[config.mk]
export PLATFORM = sky130hd
export DESIGN_NAME = wwdt_top
export DESIGN_NICKNAME = d
export VERILOG_FILES = /design/src/rtl/wwdt_pkg.sv /design/src/rtl/wwdt_acc_if.sv /design/src/rtl/wwdt_access_chk.sv /design/src/rtl/wwdt_top.sv
export SDC_FILE = /design/constraint.sdc
export NUM_CORES = 1
export LEC_CHECK = 0
export BUFFER_PORTS_ARGS = -buffer_cell sky130_fd_sc_hd__buf_2
export CORE_UTILIZATION = 60
export DETAILED_ROUTE_END_ITERATION = 6
export GPL_TIMING_DRIVEN = 0
export PLACE_DENSITY = 0.88
export SLEW_MARGIN = 20
export SYNTH_ARGS = -nofsm -noshare
export SYNTH_HDL_FRONTEND = slang
export SYNTH_SLANG_ARGS = --single-unit
[constraint.sdc]
create_clock -name core_clk -period 8.61 [get_ports core_clk]
set_input_delay 1.722 -clock core_clk [delete_from_list [all_inputs] [get_ports core_clk]]
set_output_delay 1.722 -clock core_clk [all_outputs]
set_load 0.005 [all_outputs]
[src/rtl/wwdt_pkg.sv]
// constants shared by the windowed watchdog: register map, option byte
// layout, key code, timing counts and the two exempt data-access windows.
// assumes a 200 MHz core clock and a 32-bit AXI4-Lite register bus.
package wwdt_pkg;

   // ----------------------------------------------------------------
   // register map (byte addresses, one aligned word each)
   // ----------------------------------------------------------------
   localparam logic [7:0] OFS_CLEAR     = 8'h00;  // key write, byte access
   localparam logic [7:0] OFS_CLEAR_BIT = 8'h04;  // single-bit manipulation
   localparam logic [7:0] OFS_IMS       = 8'h08;  // internal memory size
   localparam logic [7:0] OFS_IXS       = 8'h0C;  // expansion ram size
   localparam logic [7:0] OFS_STATUS    = 8'h10;  // sticky events, read only
   localparam logic [7:0] OFS_INT_EN    = 8'h14;  // interrupt enable
   localparam logic [7:0] OFS_INT_CLR   = 8'h18;  // write one to clear
   localparam logic [7:0] OFS_COUNT     = 8'h1C;  // counter and state

   localparam logic [7:0] IMS_RESET = 8'hCF;
   localparam logic [7:0] IXS_RESET = 8'h0C;

   // ----------------------------------------------------------------
   // option byte fields and key
   // ----------------------------------------------------------------
   localparam int         OPT_RUN_BIT  = 4;
   localparam int         OPT_OVF_LSB  = 1;
   localparam int         OPT_WIN_LSB  = 5;
   localparam logic [7:0] CLEAR_KEY    = 8'hAC;

   // status bit positions
   localparam int ST_OVERFLOW  = 0;
   localparam int ST_WINDOW    = 1;
   localparam int ST_BAD_KEY   = 2;
   localparam int ST_BIT_OP    = 3;
   localparam int ST_FETCH     = 4;
   localparam int ST_DATA      = 5;
   localparam int ST_WIDTH     = 6;

   // ----------------------------------------------------------------
   // timing
   // ----------------------------------------------------------------
   localparam int CORE_CLK_KHZ   = 200000;
   localparam int LOW_CLK_KHZ    = 240;   // low_speed_ring_clock rate
   localparam int LOW_TICK_CYC   = CORE_CLK_KHZ / LOW_CLK_KHZ;
   localparam int OVF_BASE_SHIFT = 9;     // select 0 gives 2^9 ticks
   localparam int RST_PULSE_CYC  = 4;

   // ----------------------------------------------------------------
   // memory map limits
   // ----------------------------------------------------------------
   localparam logic [15:0] EXEMPT_A_LO = 16'hFB00;
   localparam logic [15:0] EXEMPT_A_HI = 16'hFFCF;
   localparam logic [15:0] EXEMPT_B_LO = 16'hFFE0;
   localparam logic [15:0] EXEMPT_B_HI = 16'hFFFF;
   localparam logic [15:0] HSRAM_TOP   = 16'hFEFF;
   localparam logic [15:0] XRAM_BASE   = 16'hE000;

   typedef enum logic [1:0]
   {
      WWDT_RESET_T_IDLE  = 2'b00,
      WWDT_RESET_T_PULSE = 2'b01
   } wwdt_rst_state_t;

endpackage

[src/rtl/wwdt_acc_if.sv]
// carries memory-size settings and cpu access addresses from the watchdog
// top to its access checker, and the two verdicts back.
// assumes both ends sit on the same core clock.
`timescale 1ns/10ps
interface wwdt_acc_if;
   logic [7:0]  internal_memory_size_select;
   logic [7:0]  expansion_ram_size_select;
   logic        fetch_valid;
   logic [15:0] fetch_addr;
   logic        data_valid;
   logic [15:0] data_addr;
   logic        fetch_bad;
   logic        data_bad;

   modport mon (output internal_memory_size_select, output expansion_ram_size_select, output fetch_valid, output fetch_addr,
                output data_valid, output data_addr, input fetch_bad, input data_bad);
   modport chk (input internal_memory_size_select, input expansion_ram_size_select, input fetch_valid, input fetch_addr,
                input data_valid, input data_addr, output fetch_bad, output data_bad);
endinterface

[src/rtl/wwdt_access_chk.sv]
// combinational check of cpu fetch and data addresses against the memory
// configured by the size settings; arming is done by the caller.
// assumes addresses are 16 bits and sizes come from registers.
`timescale 1ns/10ps
module wwdt_access_chk
   import wwdt_pkg::*;
(
   wwdt_acc_if.chk acc
);
   import wwdt_pkg::*;

   // rom ends at (ims[3:0]+1) * 4 KB - 1
   function automatic logic [15:0] rom_end(input logic [7:0] internal_memory_size_select);
      rom_end = 16'({internal_memory_size_select[3:0], 12'hFFF});
   endfunction

   // high-speed ram sits below the sfr area, (ims[7:6]+1) * 256 bytes
   function automatic logic [15:0] hsram_lo(input logic [7:0] internal_memory_size_select);
      hsram_lo = 16'(HSRAM_TOP - {6'h00, internal_memory_size_select[7:6], 8'hFF});
   endfunction

   // expansion ram: (12 - ixs[3:0]) / 2 KB up from its base, zero if none
   function automatic logic [15:0] xram_end(input logic [7:0] expansion_ram_size_select);
      logic [4:0] half_kb;
      half_kb  = 5'(5'd12 - {1'b0, expansion_ram_size_select[3:0]});
      xram_end = 16'(XRAM_BASE + {half_kb, 9'h000} - 16'h0001);
   endfunction

   function automatic logic in_cfg(input logic [15:0] a, input logic [7:0] internal_memory_size_select,
                                   input logic [7:0] expansion_ram_size_select);
      in_cfg = (a <= rom_end(internal_memory_size_select))
             || (a >= hsram_lo(internal_memory_size_select) && a <= HSRAM_TOP)
             || (expansion_ram_size_select[3:0] < 4'hC && a >= XRAM_BASE && a <= xram_end(expansion_ram_size_select));
   endfunction

   // fetches must hit configured memory; data gets two exempt ranges
   always_comb
   begin
      acc.fetch_bad = acc.fetch_valid && !in_cfg(acc.fetch_addr, acc.internal_memory_size_select, acc.expansion_ram_size_select);
      acc.data_bad  = acc.data_valid && !in_cfg(acc.data_addr, acc.internal_memory_size_select, acc.expansion_ram_size_select)
                    && !(acc.data_addr >= EXEMPT_A_LO && acc.data_addr <= EXEMPT_A_HI)
                    && !(acc.data_addr >= EXEMPT_B_LO && acc.data_addr <= EXEMPT_B_HI);
   end
endmodule

[src/rtl/wwdt_top.sv]
// windowed watchdog timer with an AXI4-Lite register slave, option byte
// input, cpu access monitor, internal reset request and interrupt.
// assumes option byte, cpu address strobes and bus are synchronous to core_clk.
`timescale 1ns/10ps
module wwdt_top
   import wwdt_pkg::*;
(
   input  wire  logic        core_clk,
   input  wire  logic        rst,
   input  wire  logic [7:0]  option_byte,
   input  wire  logic        fetch_valid,
   input  wire  logic [15:0] fetch_addr,
   input  wire  logic        data_valid,
   input  wire  logic [15:0] data_addr,
   input  wire  logic [7:0]  s_axi_awaddr,
   input  wire  logic        s_axi_awvalid,
   output logic              s_axi_awready,
   input  wire  logic [31:0] s_axi_wdata,
   input  wire  logic [3:0]  s_axi_wstrb,
   input  wire  logic        s_axi_wvalid,
   output logic              s_axi_wready,
   output logic [1:0]        s_axi_bresp,
   output logic              s_axi_bvalid,
   input  wire  logic        s_axi_bready,
   input  wire  logic [7:0]  s_axi_araddr,
   input  wire  logic        s_axi_arvalid,
   output logic              s_axi_arready,
   output logic [31:0]       s_axi_rdata,
   output logic [1:0]        s_axi_rresp,
   output logic              s_axi_rvalid,
   input  wire  logic        s_axi_rready,
   output logic              wdt_reset_req,
   output logic              irq
);
   import wwdt_pkg::*;

   // ----------------------------------------------------------------
   // helpers
   // ----------------------------------------------------------------
   localparam logic [1:0] RESP_OKAY   = 2'b00;
   localparam logic [1:0] RESP_SLVERR = 2'b10;

   // ticks until overflow for a given select
   function automatic logic [16:0] ovf_limit(input logic [2:0] sel);
      ovf_limit = 17'(17'h00001 << (OVF_BASE_SHIFT + int'(sel)));
   endfunction

   // ticks of closed window: 25/50/75/100 % of the period open
   function automatic logic [16:0] closed_len(input logic [2:0] osel, input logic [1:0] wsel);
      closed_len = 17'((ovf_limit(osel) >> 2) * (17'd3 - {15'h0000, wsel}));
   endfunction

   function automatic logic mapped(input logic [7:0] a);
      mapped = (a[1:0] == 2'b00) && (a <= OFS_COUNT);
   endfunction

   // ----------------------------------------------------------------
   // state
   // ----------------------------------------------------------------
   logic                  loaded_ff;
   logic [7:0]            opt_ff;
   logic [7:0]            ims_ff;
   logic [7:0]            ixs_ff;
   logic [ST_WIDTH-1:0]   status_ff;
   logic [ST_WIDTH-1:0]   int_en_ff;
   logic [9:0]            presc_ff;
   logic [15:0]           cnt_ff;
   logic                  first_done_ff;
   logic                  chk_fetch_ff;
   logic                  chk_data_ff;
   wwdt_rst_state_t       rst_state_ff;
   logic [2:0]            rst_cnt_ff;
   logic                  aw_held_ff;
   logic                  w_held_ff;
   logic [7:0]            awaddr_ff;
   logic [31:0]           wdata_ff;
   logic [3:0]            wstrb_ff;

   logic                  run;
   logic                  tick;
   logic                  last_count;
   logic                  win_open;
   logic                  wr_fire;
   logic                  clr_wr;
   logic                  bit_wr;
   logic [ST_WIDTH-1:0]   events;
   logic                  any_cause;
   logic                  wdt_init;
   logic [2:0]            ovf_sel;
   logic [1:0]            win_sel;
   logic [16:0]           nxt_cnt;

   wwdt_acc_if acc ();

   // option byte is non-volatile: caught once just after reset release
   always_ff @(posedge core_clk or posedge rst)
   begin
      if (rst)
      begin
         loaded_ff <= 1'b0;
         opt_ff    <= 8'h00;
      end
      else if (!loaded_ff)
      begin
         loaded_ff <= 1'b1;
         opt_ff    <= option_byte;
      end
   end

   assign run     = loaded_ff && opt_ff[OPT_RUN_BIT];
   assign ovf_sel = opt_ff[OPT_OVF_LSB +: 3];
   assign win_sel = opt_ff[OPT_WIN_LSB +: 2];
   assign wdt_init = (rst_state_ff == WWDT_RESET_T_PULSE);

   // ----------------------------------------------------------------
   // slow tick and counter
   // ----------------------------------------------------------------
   // prescaler keeps running across key clears; that costs up to one tick
   // of period error but avoids a glitchy restart of the slow clock
   always_ff @(posedge core_clk or posedge rst)
   begin
      if (rst)
         presc_ff <= 10'h000;
      else if (!run || wdt_init || tick)
         presc_ff <= 10'h000;
      else
         presc_ff <= 10'(presc_ff + 10'h001);
   end

   assign tick       = run && (presc_ff == 10'(LOW_TICK_CYC - 1));
   assign nxt_cnt    = {1'b0, cnt_ff} + 17'h00001;
   assign last_count = (nxt_cnt == ovf_limit(ovf_sel));
   assign win_open   = ({1'b0, cnt_ff} >= closed_len(ovf_sel, win_sel));

   // counter starts by itself once enabled; key clear beats the tick
   always_ff @(posedge core_clk or posedge rst)
   begin
      if (rst)
         cnt_ff <= 16'h0000;
      else if (wdt_init)
         cnt_ff <= 16'h0000;
      else if (clr_wr && run && wr_data[7:0] == CLEAR_KEY)
         cnt_ff <= 16'h0000;
      else if (tick && !last_count)
         cnt_ff <= nxt_cnt[15:0];
   end

   // first clear after reset is exempt from the window check
   always_ff @(posedge core_clk or posedge rst)
   begin
      if (rst)
         first_done_ff <= 1'b0;
      else if (wdt_init)
         first_done_ff <= 1'b0;
      else if (clr_wr && run)
         first_done_ff <= 1'b1;
   end

   // ----------------------------------------------------------------
   // reset causes
   // ----------------------------------------------------------------
   assign acc.internal_memory_size_select         = ims_ff;
   assign acc.expansion_ram_size_select         = ixs_ff;
   assign acc.fetch_valid = fetch_valid;
   assign acc.fetch_addr  = fetch_addr;
   assign acc.data_valid  = data_valid;
   assign acc.data_addr   = data_addr;

   wwdt_access_chk u_chk
   (
      .acc (acc.chk)
   );

   // registered to keep the long address compare off the reset path
   always_ff @(posedge core_clk or posedge rst)
   begin
      if (rst)
      begin
         chk_fetch_ff <= 1'b0;
         chk_data_ff  <= 1'b0;
      end
      else
      begin
         chk_fetch_ff <= acc.fetch_bad;
         chk_data_ff  <= acc.data_bad;
      end
   end

   // key clear on the last count wins over overflow
   always_comb
   begin
      events              = '0;
      events[ST_OVERFLOW] = tick && last_count && !(clr_wr && wr_data[7:0] == CLEAR_KEY);
      events[ST_WINDOW]   = clr_wr && first_done_ff && !win_open;
      events[ST_BAD_KEY]  = clr_wr && wr_data[7:0] != CLEAR_KEY;
      events[ST_BIT_OP]   = bit_wr;
      events[ST_FETCH]    = chk_fetch_ff;
      events[ST_DATA]     = chk_data_ff;
      if (!run || wdt_init)
         events = '0;
   end

   assign any_cause = |events;

   // reset request is held for a fixed number of cycles
   always_ff @(posedge core_clk or posedge rst)
   begin
      if (rst)
      begin
         rst_state_ff  <= WWDT_RESET_T_IDLE;
         rst_cnt_ff    <= 3'h0;
         wdt_reset_req <= 1'b0;
      end
      else
      begin
         case (rst_state_ff)
            WWDT_RESET_T_IDLE:
            begin
               if (any_cause)
               begin
                  rst_state_ff  <= WWDT_RESET_T_PULSE;
                  rst_cnt_ff    <= 3'(RST_PULSE_CYC - 1);
                  wdt_reset_req <= 1'b1;
               end
            end
            WWDT_RESET_T_PULSE:
            begin
               if (rst_cnt_ff == 3'h0)
               begin
                  rst_state_ff  <= WWDT_RESET_T_IDLE;
                  wdt_reset_req <= 1'b0;
               end
               else
                  rst_cnt_ff <= 3'(rst_cnt_ff - 3'h1);
            end
            default:
            begin
               rst_state_ff  <= WWDT_RESET_T_IDLE;
               wdt_reset_req <= 1'b0;
            end
         endcase
      end
   end

   // ----------------------------------------------------------------
   // AXI4-Lite write channel
   // ----------------------------------------------------------------
   assign wr_fire = (aw_held_ff || (s_axi_awvalid && s_axi_awready))
                 && (w_held_ff || (s_axi_wvalid && s_axi_wready)) && !s_axi_bvalid;

   logic [7:0]  wr_addr;
   logic [31:0] wr_data;
   logic [3:0]  wr_strb;
   assign wr_addr = aw_held_ff ? awaddr_ff : s_axi_awaddr;
   assign wr_data = w_held_ff ? wdata_ff : s_axi_wdata;
   assign wr_strb = w_held_ff ? wstrb_ff : s_axi_wstrb;
   // clear register takes a byte write on lane 0
   assign clr_wr = wr_fire && wr_addr == OFS_CLEAR && wr_strb[0];
   assign bit_wr = wr_fire && wr_addr == OFS_CLEAR_BIT && wr_strb[0];

   // address and data taken in either order, held until the response
   always_ff @(posedge core_clk or posedge rst)
   begin
      if (rst)
      begin
         s_axi_awready <= 1'b1;
         s_axi_wready  <= 1'b1;
         aw_held_ff    <= 1'b0;
         w_held_ff     <= 1'b0;
         awaddr_ff     <= 8'h00;
         wdata_ff      <= 32'h00000000;
         wstrb_ff      <= 4'h0;
         s_axi_bvalid  <= 1'b0;
         s_axi_bresp   <= RESP_OKAY;
      end
      else if (wr_fire)
      begin
         aw_held_ff    <= 1'b0;
         w_held_ff     <= 1'b0;
         s_axi_awready <= 1'b0;
         s_axi_wready  <= 1'b0;
         s_axi_bvalid  <= 1'b1;
         s_axi_bresp   <= mapped(wr_addr) ? RESP_OKAY : RESP_SLVERR;
      end
      else
      begin
         if (s_axi_awvalid && s_axi_awready)
         begin
            aw_held_ff    <= 1'b1;
            awaddr_ff     <= s_axi_awaddr;
            s_axi_awready <= 1'b0;
         end
         if (s_axi_wvalid && s_axi_wready)
         begin
            w_held_ff    <= 1'b1;
            wdata_ff     <= s_axi_wdata;
            wstrb_ff     <= s_axi_wstrb;
            s_axi_wready <= 1'b0;
         end
         if (s_axi_bvalid && s_axi_bready)
         begin
            s_axi_bvalid  <= 1'b0;
            s_axi_awready <= 1'b1;
            s_axi_wready  <= 1'b1;
         end
      end
   end

   // ----------------------------------------------------------------
   // software registers
   // ----------------------------------------------------------------
   always_ff @(posedge core_clk or posedge rst)
   begin
      if (rst)
      begin
         ims_ff    <= IMS_RESET;
         ixs_ff    <= IXS_RESET;
         int_en_ff <= '0;
      end
      else if (wr_fire && wr_strb[0])
      begin
         if (wr_addr == OFS_IMS)
            ims_ff <= wr_data[7:0];
         if (wr_addr == OFS_IXS)
            ixs_ff <= wr_data[7:0];
         if (wr_addr == OFS_INT_EN)
            int_en_ff <= wr_data[ST_WIDTH-1:0];
      end
   end

   // sticky status: a new event wins over a clear in the same cycle
   always_ff @(posedge core_clk or posedge rst)
   begin
      if (rst)
         status_ff <= '0;
      else if (wr_fire && wr_strb[0] && wr_addr == OFS_INT_CLR)
         status_ff <= (status_ff & ~wr_data[ST_WIDTH-1:0]) | events;
      else
         status_ff <= status_ff | events;
   end

   always_ff @(posedge core_clk or posedge rst)
   begin
      if (rst)
         irq <= 1'b0;
      else
         irq <= |(status_ff & int_en_ff);
   end

   // ----------------------------------------------------------------
   // AXI4-Lite read channel
   // ----------------------------------------------------------------
   logic [31:0] rd_val;
   always_comb
   begin
      rd_val = 32'h00000000;
      case (s_axi_araddr)
         OFS_IMS:    rd_val[7:0] = ims_ff;
         OFS_IXS:    rd_val[7:0] = ixs_ff;
         OFS_STATUS: rd_val[ST_WIDTH-1:0] = status_ff;
         OFS_INT_EN: rd_val[ST_WIDTH-1:0] = int_en_ff;
         OFS_COUNT:  rd_val = {12'h000, run, first_done_ff, win_open, wdt_init, cnt_ff};
         default:    rd_val = 32'h00000000;
      endcase
   end

   // one read at a time; arready drops while the answer waits
   always_ff @(posedge core_clk or posedge rst)
   begin
      if (rst)
      begin
         s_axi_arready <= 1'b1;
         s_axi_rvalid  <= 1'b0;
         s_axi_rdata   <= 32'h00000000;
         s_axi_rresp   <= RESP_OKAY;
      end
      else if (s_axi_arvalid && s_axi_arready)
      begin
         s_axi_arready <= 1'b0;
         s_axi_rvalid  <= 1'b1;
         s_axi_rdata   <= rd_val;
         s_axi_rresp   <= mapped(s_axi_araddr) ? RESP_OKAY : RESP_SLVERR;
      end
      else if (s_axi_rvalid && s_axi_rready)
      begin
         s_axi_rvalid  <= 1'b0;
         s_axi_arready <= 1'b1;
      end
   end
endmodule

# ---- Word level (Yosys, flattened, before mapping)
# Cells that the tools add are included.
dict set report word_totals {
  regBits 132
  input_bits 101
  word_cells 200
}
dict set report classes {
  n_addsub 9
  n_mul 1
  order_cmp 18
  eq_ne 18
  shifts 1
  muxes 41
  n_bitwise 6
  n_reduce_logical 78
}
# operator n
set ops {}
lappend ops {{greater-or-equal comparator 16 bit, second input constant} 4}
lappend ops {{<= comparator 16 bit} 4}
lappend ops {{<= comparator 16 bit, second input constant} 4}
lappend ops {{two-way mux 16 bit} 3}
lappend ops {{equality test 8 x 5 -> 1 bit, second input constant} 5}
lappend ops {{logical AND 1 bit} 38}
lappend ops {{equality test 8 x 4 -> 1 bit, second input constant} 4}
lappend ops {{greater-or-equal comparator 16 bit} 2}
lappend ops {{case mux 6 bit (5 select lines)} 1}
lappend ops {{two-way mux 1 bit} 21}
lappend ops {{adder 16 x 1 -> 17 bit, second input constant} 1}
lappend ops {{equality test 17 bit} 1}
lappend ops {{greater-or-equal comparator 16 x 17 -> 1 bit} 1}
lappend ops {{multiplier 16 x 3 -> 17 bit} 1}
lappend ops {{left shift 1 x 5 -> 17 bit, first input constant} 1}
lappend ops {{adder 14 x 15 -> 16 bit, first input constant} 1}
lappend ops {{<= comparator 8 x 5 -> 1 bit, second input constant} 2}
lappend ops {{two-way mux 8 bit} 2}
lappend ops {{subtractor 16 x 1 -> 16 bit, second input constant} 1}
lappend ops {{AND 6 bit} 2}
lappend ops {{two-way mux 12 bit} 1}
lappend ops {{two-way mux 6 bit} 2}
lappend ops {{bitwise OR 6 bit} 2}
lappend ops {{AND reduction 2 bit} 6}
lappend ops {{32 further kinds} 62}

# ---- Longest topological paths before layout
# Gate-level depths: netlist of the first run.
dict set report logic_depth {
  depth_word 13
  depth_mapped 26
  depth_no_buf 24
}

# ---- Modules after synthesis
# Synthesis of the first run repeated with hierarchy kept, for this count alone.
dict set report hier_totals {
  hier_cells 869
  hier_area_um2 8187.9
}
# module instances cells_each area_each_um2 seq_area_each_um2
set by_module_without_submodules {}
lappend by_module_without_submodules {wwdt_top 1 748 7260.7 2891.5}
lappend by_module_without_submodules {wwdt_access_chk 1 121 927.1 0.0}

# ---- Least setup slack after synthesis of the first run
# No wires, ideal clock.
dict set report synth_path {
  kind {register to register}
  startpoint {reg opt_ff[1]}
  endpoint {reg rst_cnt_ff[2]}
  setup_ns 0.126
  t_arrival_ns 4.453
  required_ns 8.484
  setup_slack_ns 4.030
  stages_incl_launch_ff 24
  n_path_buf 2
  period_less_slack_ns 4.580
  cell_sequence {dfrtp_1 > clkbuf_1 > nand2_1 > inv_1 > ha_1 > buf_2 > or3_1 > nor2_1 > ha_1 > ha_1 > nand3_1 > o311ai_0 > nor2_1 > nor2b_1 > nor2_1 > o21ai_0 > xnor2_1 > ha_1 > and2_1 > a211oi_1 > a211o_1 > a32o_1 > a211oi_2 > a311o_1}
}
dict set report synth_between {
  elab_chain_cells 10
}
# element line_no
set synth_lines {}
lappend synth_lines {{from (decl)} wwdt_top.sv:61} ;# logic [7:0] opt_ff;
lappend synth_lines {{from (signal assigned)} wwdt_top.sv:106} ;# opt_ff <= option_byte;
lappend synth_lines {{adder 4 x 3 -> 5 bit (*)} wwdt_top.sv:45} ;# ovf_limit = 17'(17'h00001 << (OVF_BASE_SHIFT + int'(sel)));
lappend synth_lines {{left shift 1 x 5 -> 17 bit (*)} wwdt_top.sv:45}
lappend synth_lines {{multiplier 16 x 3 -> 17 bit} wwdt_top.sv:50} ;# closed_len = 17'((ovf_limit(osel) >> 2) * (17'd3 - {15'h0000, wsel}));
lappend synth_lines {{greater-or-equal comparator 16 x 17 -> 1 bit} wwdt_top.sv:133} ;# assign win_open = ({1'b0, cnt_ff} >= closed_len(ovf_sel, win_sel));
lappend synth_lines {{logical NOT 1 bit} wwdt_top.sv:194} ;# events[ST_WINDOW] = clr_wr && first_done_ff && !win_open;
lappend synth_lines {{logical AND 1 bit} wwdt_top.sv:194}
lappend synth_lines {{two-way mux 6 bit (*)} wwdt_top.sv:199} ;# if (!run || wdt_init)
lappend synth_lines {{OR reduction 6 bit (*)} wwdt_top.sv:203} ;# assign any_cause = |events;
lappend synth_lines {{inequality test 2 bit (no line) (*)} --}
lappend synth_lines {{AND reduction 3 bit (no line) (*)} --}
lappend synth_lines {{to (signal assigned)} wwdt_top.sv:222} ;# rst_cnt_ff <= 3'(RST_PULSE_CYC - 1);
lappend synth_lines {{to (signal assigned)} wwdt_top.sv:234} ;# rst_cnt_ff <= 3'(rst_cnt_ff - 3'h1);
lappend synth_lines {{to (decl)} wwdt_top.sv:72} ;# logic [2:0] rst_cnt_ff;
# Every way passes the cells marked *; elsewhere a longest branch is shown, timed or not.
# A chain may end at the register's enable or synchronous reset.

# ---- Worst setup path in the final report of the first run
# Same ends and word-level chain as after synthesis.

==> impl_metrics.json, run 1 <==
{
  "place_ws_ns": 3.281,
  "comb_power_share_pct": 23.5,
  "synth_cells": 872,
  "track_usage_pct": 31.46,
  "cts_tree": "done",
  "power_frac_clock_pct": 39.3,
  "antenna_left": 0,
  "routed_wl_mm": 20.87,
  "worstPathCellList": "clkbuf_1, nand2_1, inv_1, ha_1, buf_2, or3_1, nor2_1, ha_1, ha_1, nand2_1, o311ai_0, nor2_1, nor2b_1, nor2_1, o21ai_0, xnor2_1, ha_1, and2_1, a211oi_1, a211o_1, a32o_1, a211oi_2, a311o_1",
  "status": "completed",
  "worstMarginPinSlew_ns": 0.8913,
  "cts-buffers-inserted": 17,
  "r2r-start": "opt_ff[1]$_DFFE_PP0N_",
  "cp-endpoint": "rst_cnt_ff[2]$_DFFE_PP0P_",
  "drive_gt1_share_pct": 19.96,
  "cts_resized": 0,
  "die_area_sq_um": 13880,
  "yosys_register_bits": 115,
  "cts_setup_buffers": 0,
  "reg2reg_slack_ns": 3.17,
  "post-route-period-util_pct": 63.21,
  "drv_slew": 0,
  "internal_power_mw": 1.268,
  "synthFlopType": "dfrtp_1",
  "totalPowerFinal_mw": 1.845,
  "fp-row-count": 41,
  "syn_to_final_growth_pct": 18.01,
  "rsz0062_at_grt": "false",
  "p_switching_mw": 0.5776,
  "slew_headroom_pct": 40.32,
  "synth_area_leaders": "dfrtp_1, ha_1, mux2_2",
  "htreeDepth": 4,
  "synth.largest_area_cell": "dfrtp_1",
  "vias_per_cell": 6.144,
  "async_flop_share_pct": 100.0,
  "synth.most_common_cell": "dfrtp_1",
  "drc_errors": 0,
  "fin_nets": 1196,
  "drtPass1Iterations": 7,
  "end_kind": "flop",
  "crit_type": "flop to flop",
  "setup_viol": 0,
  "synthTopCellsByCount": "dfrtp_1, ha_1, nand2_1",
  "avgSynthCellArea_sq_um": 9.228,
  "max_stage_delay_ns": 0.46,
  "synth-warning-count": 0,
  "fmax_ghz": 0.1838,
  "min_period_ns": 5.442,
  "die_h_um": 117.8,
  "die_width_um": 117.8,
  "fin_tns_setup_ns": 0,
  "clk_path_buf_depth": 2,
  "critPathTopFamily": "compound AO/OA/AOI/OAI gates",
  "first_iter_violations": 686,
  "clk_latency_ns": 0.42,
  "finalHoldViolations": 0,
  "reg2reg_to": "rst_cnt_ff[2]$_DFFE_PP0P_",
  "numPortBuffers": 99,
  "routedWlPerCell_um": 17.40,
  "synth_top_area_share_pct": 32.34,
  "timing.final.ws_setup_ns": 3.168,
  "crit_buf_inv": 3,
  "netlist_area_sq_um": 8046,
  "cp_max_fo": 10,
  "vias": 7367,
  "swShare_pct": 31.30,
  "cp_num_cells": 23,
  "min_path_type": "flop to flop",
  "irDropWorstVdd_mv": 0.1689,
  "initial_core_util_pct": 62.74,
  "cts.clk_slew.worst_paths_ns": 0.06,
  "r2r_cells": 23,
  "cpMostUsedCell": "ha_1",
  "grt_max_degree": 61,
  "cts_hold_buf": 0,
  "crit_arrival_ns": 5.74,
  "diodes": 0,
  "slowest_stage": "or3_1",
  "gp_congestion": 0.9442,
  "powerDensity_nw_per_um2": 194.3,
  "synth_edf_count": 0,
  "startpoint": "opt_ff[1]$_DFFE_PP0N_",
  "overflow": 0,
  "antenna_found_initial": 0,
  "grt_pass1_wl_mm": 34.76,
  "maxCapViolations": 0,
  "place_hpwl_mm": 15.14,
  "cts.sinks": 115,
  "first_global_vias": 7280,
  "critPathRequiredTime_ns": 8.91,
  "share_seq_of_total_power_pct": 37.3,
  "ios": 144,
  "cts_root_buf": "clkbuf_16",
  "core-area_sq_um": 12820,
  "ys_seq_area_share_pct": 35.94,
  "clock_skew_ns": 0.006450,
  "ys_types": 69,
  "power_leakage_nw": 4.437,
  "crit_path_start_kind": "flop"
}
-- state kept, by name, indices dropped and copies added (netlist names), 6 cells and up --
| register | flops |
|---|---|
| wdata_ff | 8 |
| int_en_ff | 6 |
| presc_ff | 10 |
| acc.internal_memory_size_select | 8 |
| acc.expansion_ram_size_select | 8 |
| opt_ff | 6 |
| awaddr_ff | 8 |
| cnt_ff | 16 |
| s_axi_rdata | 20 |
| status_ff | 6 |
-- worst reg2reg max path: cells and delay by family, from the launching register on --
kind,cells,cell delay (ns)
fa+ha+maj,4,1.14
buf+inv,3,0.66
simple gates,8,1.42
compound gates,7,1.43
xor+xnor,1,0.23
flops,1,0.44
-- power groups by stage --
stage / Combinational [mW] / Sequential, mW / Clock [mW]
2_1_floorplan: 0.305 / 0.674 / 0
3_3_place_gp: 0.401 / 0.686 / 0
3_5_place_dp: 0.422 / 0.692 / 0
4_1_cts: 0.429 / 0.685 / 0.725
5_1_grt: 0.483 / 0.696 / 0.750
6_report: 0.433 / 0.688 / 0.725
-- stage by stage --
step / util [%] / std cells / cell area [sq um] / hold slack (ns)
2_1_floorplan: - / 895 / 8133 / 0.4398
3_3_place_gp: 68.96 / 1166 / 8843 / 0.4601
3_5_place_dp: 69.22 / 1167 / 8877 / 0.4710
4_1_cts: 73.97 / 1199 / 9487 / 0.4831
5_1_grt: 74.04 / 1199 / 9495 / 0.5108
6_report: 74.04 / 1199 / 9495 / 0.4801
-- placed cells by master (no fill, tap or decap), drive strengths merged, types with 5 or more instances in the layout --
master  instances
buf           119
nand4          26
mux2           26
o31ai           8
nor4           13
dfrtp         104
a211oi          5
a21oi          32
conb           25
o211ai         13
a21o           13
nand3          33
a22o           10
nand2b          8
xnor2          19
a22oi          10
o21ai          60
ha             80
inv            38
clkinv          8
xor2           25
nor3           19
nor2           75
nand2          79
and3            7
clkbuf         46
dfstp          11
and4            5
nor2b           7
mux2i          17
nor4b           7
or3             8
or4            11
-- worst min path at each step --
stage	from	endpoint	depth (start not counted)
floorplan	chk_fetch_ff$_DFF_PP0_	status_ff[4]$_DFF_PP0_	2
CTS	acc.expansion_ram_size_select[6]$_DFFE_PP0P_	acc.expansion_ram_size_select[6]$_DFFE_PP0P_	2
global placement	acc.expansion_ram_size_select[7]$_DFFE_PP0P_	acc.expansion_ram_size_select[7]$_DFFE_PP0P_	2
finish	acc.expansion_ram_size_select[6]$_DFFE_PP0P_	acc.expansion_ram_size_select[6]$_DFFE_PP0P_	2
global route	awaddr_ff[5]$_DFFE_PP0P_	awaddr_ff[5]$_DFFE_PP0P_	1
detailed placement	acc.expansion_ram_size_select[6]$_DFFE_PP0P_	acc.expansion_ram_size_select[6]$_DFFE_PP0P_	2
-- cell type report --
class	instances	area [sq um]
repair buffers	100	523.0
well taps	172	215.2
plain buffers	48	247.7
clock inverters	15	183.9
inverters	36	140.1
clock buffers	17	425.4
fillers	897	3329
multi-input cells	696	4868
flip-flops and latches	115	2892
-- cell families (layout without fill, tap and decap cells) --
kind of cell               after synthesis  count (layout)  share of synthesized area, %
buffers and inverters                   84             216                         4.758
xor gates and xnor gates                45              45                         5.069
adders and majority gates               81              81                         12.69
other                                    2              25                       0.09333
DFF                                    115             115                         35.94
and+or+nand+nor                        308             308                         19.41
muxes                                   43              43                         5.753
AOI/OAI and AO/OA                      194             194                         16.30
-- metal layers --
metal  global-route usage (%)  wire length, um
met1                    41.06             8698
met2                    52.24             9996
met3                    5.523             1701
met4                    11.62              468
met5                        0                0
No activity file was read; power rests on OpenSTA's default activity.
==> inputs of run 2 (changes only) <==
--- a/config.mk
+++ b/config.mk
@@ -5,11 +5,12 @@
 export SDC_FILE = /design/constraint.sdc
 export NUM_CORES = 1
 export LEC_CHECK = 0
+export ABC_AREA = 1
 export BUFFER_PORTS_ARGS = -buffer_cell sky130_fd_sc_hd__buf_2
-export CORE_UTILIZATION = 60
+export CORE_UTILIZATION = 52
 export DETAILED_ROUTE_END_ITERATION = 6
 export GPL_TIMING_DRIVEN = 0
-export PLACE_DENSITY = 0.88
+export PLACE_DENSITY = 0.81
 export SLEW_MARGIN = 20
 export SYNTH_ARGS = -nofsm -noshare
 export SYNTH_HDL_FRONTEND = slang
==> constraint.sdc (replaced) <==
create_clock -name core_clk -period 4.5 [get_ports core_clk]
set_input_delay 0.9 -clock core_clk [delete_from_list [all_inputs] [get_ports core_clk]]
set_output_delay 0.9 -clock core_clk [all_outputs]
set_load 0.005 [all_outputs]
==> impl_metrics.json, run 2 <==
{
  "power_leakage_nw": 4.982,
  "final_cell_mix": "nand2_1, inv_1, nor2_1",
  "synth_mux_area_share_pct": 0.4086,
  "post-route-period-util_pct": 94.46,
  "cts.clk_slew.worst_paths_ns": 0.05,
  "avgSynthCellArea_sq_um": 7.509,
  "crit_path_start_kind": "flop",
  "synth_fa_ha_area_share_pct": 12.35,
  "vias_per_cell": 5.374,
  "htreeDepth": 4,
  "drtPass1Iterations": 5,
  "drc_errors": 0,
  "clk_latency_ns": 0.42,
  "fmax_ghz": 0.2353,
  "synth_compound_area_share_pct": 13.08,
  "ys_types": 49,
  "cp_max_fo": 5,
  "cts.sinks": 115,
  "slew_headroom_pct": 49.71,
  "grt_pass1_wl_mm": 35.07,
  "clock_skew_ns": 0.006848,
  "yosys_register_bits": 115,
  "syn_to_final_growth_pct": 18.78,
  "crit_type": "flop to flop",
  "fin_tns_setup_ns": 0,
  "finish.instance_area_sq_um": 9821,
  "synth-xor-area-share_pct": 2.421,
  "numPortBuffers": 100,
  "synth_top_family_by_area": "simple AND/OR/NAND/NOR gates",
  "cts_hold_buf": 0,
  "setup_viol": 0,
  "place_ws_ns": -0.1095,
  "initial_core_util_pct": 53.79,
  "largest_reg_flops": 20,
  "core-area_sq_um": 15370,
  "cts_root_buf": "clkbuf_16",
  "first_global_vias": 7439,
  "cts_tree": "done",
  "top_regs": "s_axi_rdata x20, cnt_ff x16, presc_ff x10",
  "synth-warning-count": 0,
  "end_kind": "flop",
  "maxCapViolations": 0,
  "min_path_type": "flop to flop",
  "timing.final.ws_setup_ns": 0.2494,
  "worstMarginPinSlew_ns": 0.7465,
  "regMostFlops": "s_axi_rdata",
  "ios": 144,
  "overflow": 0,
  "grt_max_degree": 68,
  "synth.largest_area_cell": "dfrtp_1",
  "clk_path_buf_depth": 2,
  "drive_gt1_share_pct": 16.97,
  "async_flop_share_pct": 100.0,
  "synth_cells": 1101,
  "cpMostUsedCell": "nand2_1",
  "routedWlPerCell_um": 14.47,
  "finalHoldViolations": 0,
  "synthTopCellsByCount": "nand2_1, inv_1, nor2_1",
  "fin_nets": 1431,
  "synth.most_common_cell": "nand2_1",
  "final.fill_count": 1306,
  "die_h_um": 128.1,
  "yosys.area_share.simple_pct": 27.71,
  "fp-row-count": 45,
  "die_area_sq_um": 16410,
  "gp_congestion": 0.9030,
  "critPathRequiredTime_ns": 4.80,
  "crit_arrival_ns": 4.56,
  "status": "completed",
  "irDropWorstVdd_mv": 0.3906,
  "drv_slew": 0,
  "first_iter_violations": 674,
  "netlist_area_sq_um": 8268,
  "cts-buffers-inserted": 17,
  "slowest_stage": "dfrtp_1",
  "track_usage_pct": 27.52,
  "die_width_um": 128.1,
  "place_hpwl_mm": 16.40,
  "max_stage_delay_ns": 0.43,
  "min_period_ns": 4.251,
  "diodes": 0,
  "final_common_cell": "nand2_1",
  "dpl_cell_area_sq_um": 9151,
  "antenna_left": 0,
  "vias": 7911,
  "synth_top_area_share_pct": 31.48,
  "synthFlopType": "dfrtp_1",
  "synth_edf_count": 0,
  "totalPowerFinal_mw": 3.539,
  "antenna_found_initial": 0,
  "synth_area_leaders": "dfrtp_1, ha_1, nand2_1",
  "powerDensity_nw_per_um2": 360.4,
  "ys_seq_area_share_pct": 34.97,
  "routed_wl_mm": 21.31,
  "post-route-util_pct": 63.89
}
## run 2: timing repair
action / in CTS / in global routing
buffers inserted: 1 / 4
setup endpoints to repair: 4 / 6
resized for setup: 2 / 13
pin swaps: 0 / 1
## run 2: final timing paths
check,from,end,slack [ns],cells after the start
max,opt_ff[2]$_DFFE_PP0N_,rst_cnt_ff[1]$_DFFE_PP0P_,0.25,29
min,presc_ff[0]$_DFF_PP0_,presc_ff[0]$_DFF_PP0_,0.46,1
max reg2reg,opt_ff[2]$_DFFE_PP0N_,rst_cnt_ff[1]$_DFFE_PP0P_,0.25,29
min reg2reg,presc_ff[0]$_DFF_PP0_,presc_ff[0]$_DFF_PP0_,0.46,1
max in group asynchronous,rst,s_axi_arready$_DFFE_PP1P_,3.26,3
min in group asynchronous,rst,awaddr_ff[4]$_DFFE_PP0P_,0.52,2
## run 2: logic make-up (layout without fill, tap and decap cells)
| kind of cell | after synthesis | count (layout) |
|---|---|---|
| flops | 115 | 115 |
| mux | 3 | 3 |
| fa+ha+maj | 81 | 81 |
| buf+inv | 177 | 314 |
| xor+xnor | 22 | 22 |
| compound gates | 191 | 191 |
| simple gates | 510 | 510 |
| other cells | 2 | 25 |
## run 2: cell type report
class,count,area [sq um],area share [%]
sequential,115,2892,29.44
timing repair buffer,106,565.5,5.759
multi-input combinational,832,4790,48.77
clock inverter,8,105.1,1.070
buffer,31,193.9,1.975
clock buffer,23,457.9,4.663
tap,211,264.0,2.688
inverter,146,553.0,5.631
## run 2: critical path: cells and delay by family (launching register included)
kind	cells	cell delay, ns
compound gates	5	0.76
xor+xnor	1	0.13
simple gates	15	1.40
buf+inv	4	0.35
fa+ha+maj	4	1.06
flops	1	0.43
## run 2: where the power goes
| part | switching [mW] | leakage (nW) | total (mW) | internal, mW |
|---|---|---|---|---|
| logic | 0.574 | 3.24 | 0.912 | 0.337 |
| registers | 0.104 | 1.46 | 1.32 | 1.21 |
| clock network | 0.484 | 0.275 | 1.31 | 0.827 |
| total | 1.16 | 4.98 | 3.54 | 2.38 |
## run 2: layer usage
| metal | vias up | global-route usage [%] | routed length, um |
|---|---|---|---|
| met3 | 49 | 6.845 | 1518 |
| met5 | - | 0 | 0 |
| li1 | 3937 | - | - |
| met2 | 290 | 42.71 | 9658 |
| met1 | 3635 | 37.34 | 9580 |
| met4 | 0 | 9.827 | 548 |
## run 2: through the flow
stage	hold slack (ns)	std cells
floorplan	0.4322	1124
global route	0.4975	1472
finish	0.4558	1472
CTS	0.4607	1468
detailed placement	0.4540	1436
global placement	0.4468	1435
==> inputs of run 3 (changes only) <==
--- a/config.mk
+++ b/config.mk
@@ -11,7 +11,7 @@
 export DETAILED_ROUTE_END_ITERATION = 6
 export GPL_TIMING_DRIVEN = 0
 export PLACE_DENSITY = 0.81
-export SLEW_MARGIN = 20
+export RECOVER_POWER = 100
 export SYNTH_ARGS = -nofsm -noshare
 export SYNTH_HDL_FRONTEND = slang
 export SYNTH_SLANG_ARGS = --single-unit
==> impl_metrics.json, run 3 (synthesis gave the netlist of run 2 again) <==
{
  "drc_errors": 0,
  "slowest_stage": "dfrtp_1",
  "final.fill_count": 1301,
  "maxCapViolations": 2,
  "cts_root_buf": "clkbuf_16",
  "core-area_sq_um": 15370,
  "largest_reg_flops": 20,
  "critPathRequiredTime_ns": 4.81,
  "place_hpwl_mm": 16.40,
  "min_period_ns": 4.228,
  "setup_viol": 0,
  "post-route-period-util_pct": 93.95,
  "slew_headroom_pct": -41.31,
  "syn_to_final_growth_pct": 18.33,
  "place_inst": 1436,
  "irDropWorstVdd_mv": 0.3898,
  "crit_arrival_ns": 4.53,
  "drive_gt1_share_pct": 15.04,
  "gp_congestion": 0.9030,
  "cts_hold_buf": 0,
  "status": "finished, violations left",
  "crit_type": "flop to flop",
  "routedWlPerCell_um": 14.45,
  "final_cell_mix": "nand2_1, inv_1, nor2_1",
  "clk_path_buf_depth": 2,
  "power_leakage_nw": 4.937,
  "end_kind": "flop",
  "htreeDepth": 4,
  "clock_skew_ns": 0.01242,
  "regMostFlops": "s_axi_rdata",
  "die_area_sq_um": 16410,
  "fmax_ghz": 0.2365,
  "antenna_left": 0,
  "clk_latency_ns": 0.42,
  "first_iter_violations": 657,
  "drtPass1Iterations": 6,
  "vias": 7964,
  "vias_per_cell": 5.403,
  "diodes": 0,
  "grt_pass1_wl_mm": 35.15,
  "cts.clk_slew.worst_paths_ns": 0.06,
  "cp_max_fo": 4,
  "drv_slew": 118,
  "overflow": 0,
  "ios": 144,
  "post-route-util_pct": 63.65,
  "fp-row-count": 45,
  "totalPowerFinal_mw": 3.670,
  "whs_ns": 0.4528,
  "max_stage_delay_ns": 0.39,
  "numPortBuffers": 100,
  "cts_tree": "done",
  "cts-buffers-inserted": 17,
  "routed_wl_mm": 21.31,
  "grt_max_degree": 68,
  "final_common_cell": "nand2_1",
  "finalHoldViolations": 0,
  "antenna_found_initial": 0,
  "die_h_um": 128.1,
  "layoutNonFillerInstCount": 1474,
  "cpMostUsedCell": "nand2_1",
  "fin_nets": 1432,
  "track_usage_pct": 27.35,
  "cts.sinks": 115,
  "min_path_type": "flop to flop",
  "first_global_vias": 7505,
  "worstMarginPinSlew_ns": 2.108,
  "initial_core_util_pct": 53.79,
  "die_width_um": 128.1,
  "powerDensity_nw_per_um2": 375.1,
  "crit_path_start_kind": "flop",
  "top_regs": "s_axi_rdata x20, cnt_ff x16, presc_ff x10",
  "violations": "max-capacitance violations, max-slew violations"
}
==> run 3: layout make-up <==
cell class | instances | area, sq um | area share [%]
clock buffer | 18 | 439.2 | 4.489
timing repair buffer | 107 | 529.3 | 5.410
inverter | 146 | 549.3 | 5.615
multi-input combinational | 832 | 4728 | 48.33
clock inverter | 14 | 200.2 | 2.046
tap | 211 | 264.0 | 2.699
sequential | 115 | 2892 | 29.56
buffer | 31 | 181.4 | 1.854
==> run 3: where the power goes <==
part | total, mW | internal [mW] | switching, mW
registers | 1.31 | 1.21 | 0.103
clock network | 1.47 | 0.948 | 0.518
logic | 0.892 | 0.324 | 0.567
==> run 3: per-layer routing <==
metal	routed length, um	share of wire (%)	vias to the layer above	GRT usage [%]
met5	0	0	-	0
met4	517	2.4	0	10.31
met3	1436	6.7	53	5.301
met2	9746	46	283	43.51
met1	9604	45	3689	36.98
li1	-	-	3939	-
==> run 3: what timing repair did <==
action,4_1_cts,5_1_grt
pin swaps,0,3
gates resized for setup,2,12
setup buffers,1,5
setup endpoints to repair,4,6
==> run 3: stage by stage <==
| step | worst slack (ns) | area (sq um) | TNS, ns |
|---|---|---|---|
| after global placement | -0.7003 | 9119 | -71.85 |
| after global routing | -0.01447 | 9783 | -0.01447 |
| final | 0.2724 | 9783 | 0 |
| after detailed placement | -0.1166 | 9149 | -0.1949 |
| after CTS | 0.02256 | 9803 | 0 |
| after floorplan | 0.5722 | 8354 | 0 |
==> run 3: worst paths after layout <==
kind | end | startpoint | cells after the start | slack (ns)
max | rst_cnt_ff[1]$_DFFE_PP0P_ | opt_ff[2]$_DFFE_PP0N_ | 29 | 0.27
max reg2reg | rst_cnt_ff[1]$_DFFE_PP0P_ | opt_ff[2]$_DFFE_PP0N_ | 29 | 0.27
min in group asynchronous | awaddr_ff[4]$_DFFE_PP0P_ | rst | 2 | 1.03
min | presc_ff[0]$_DFF_PP0_ | presc_ff[0]$_DFF_PP0_ | 1 | 0.45
min reg2reg | presc_ff[0]$_DFF_PP0_ | presc_ff[0]$_DFF_PP0_ | 1 | 0.45
max in group asynchronous | cnt_ff[14]$_DFFE_PP0P_ | rst | 3 | 1.11
==> run 3: worst max-delay path: cells and delay by family (launching register included) <==
family	cells	cell delay, ns
simple gates	15	1.37
fa+ha+maj	4	0.97
compound gates	5	0.85
flops	1	0.39
buf+inv	4	0.34
xor+xnor	1	0.16
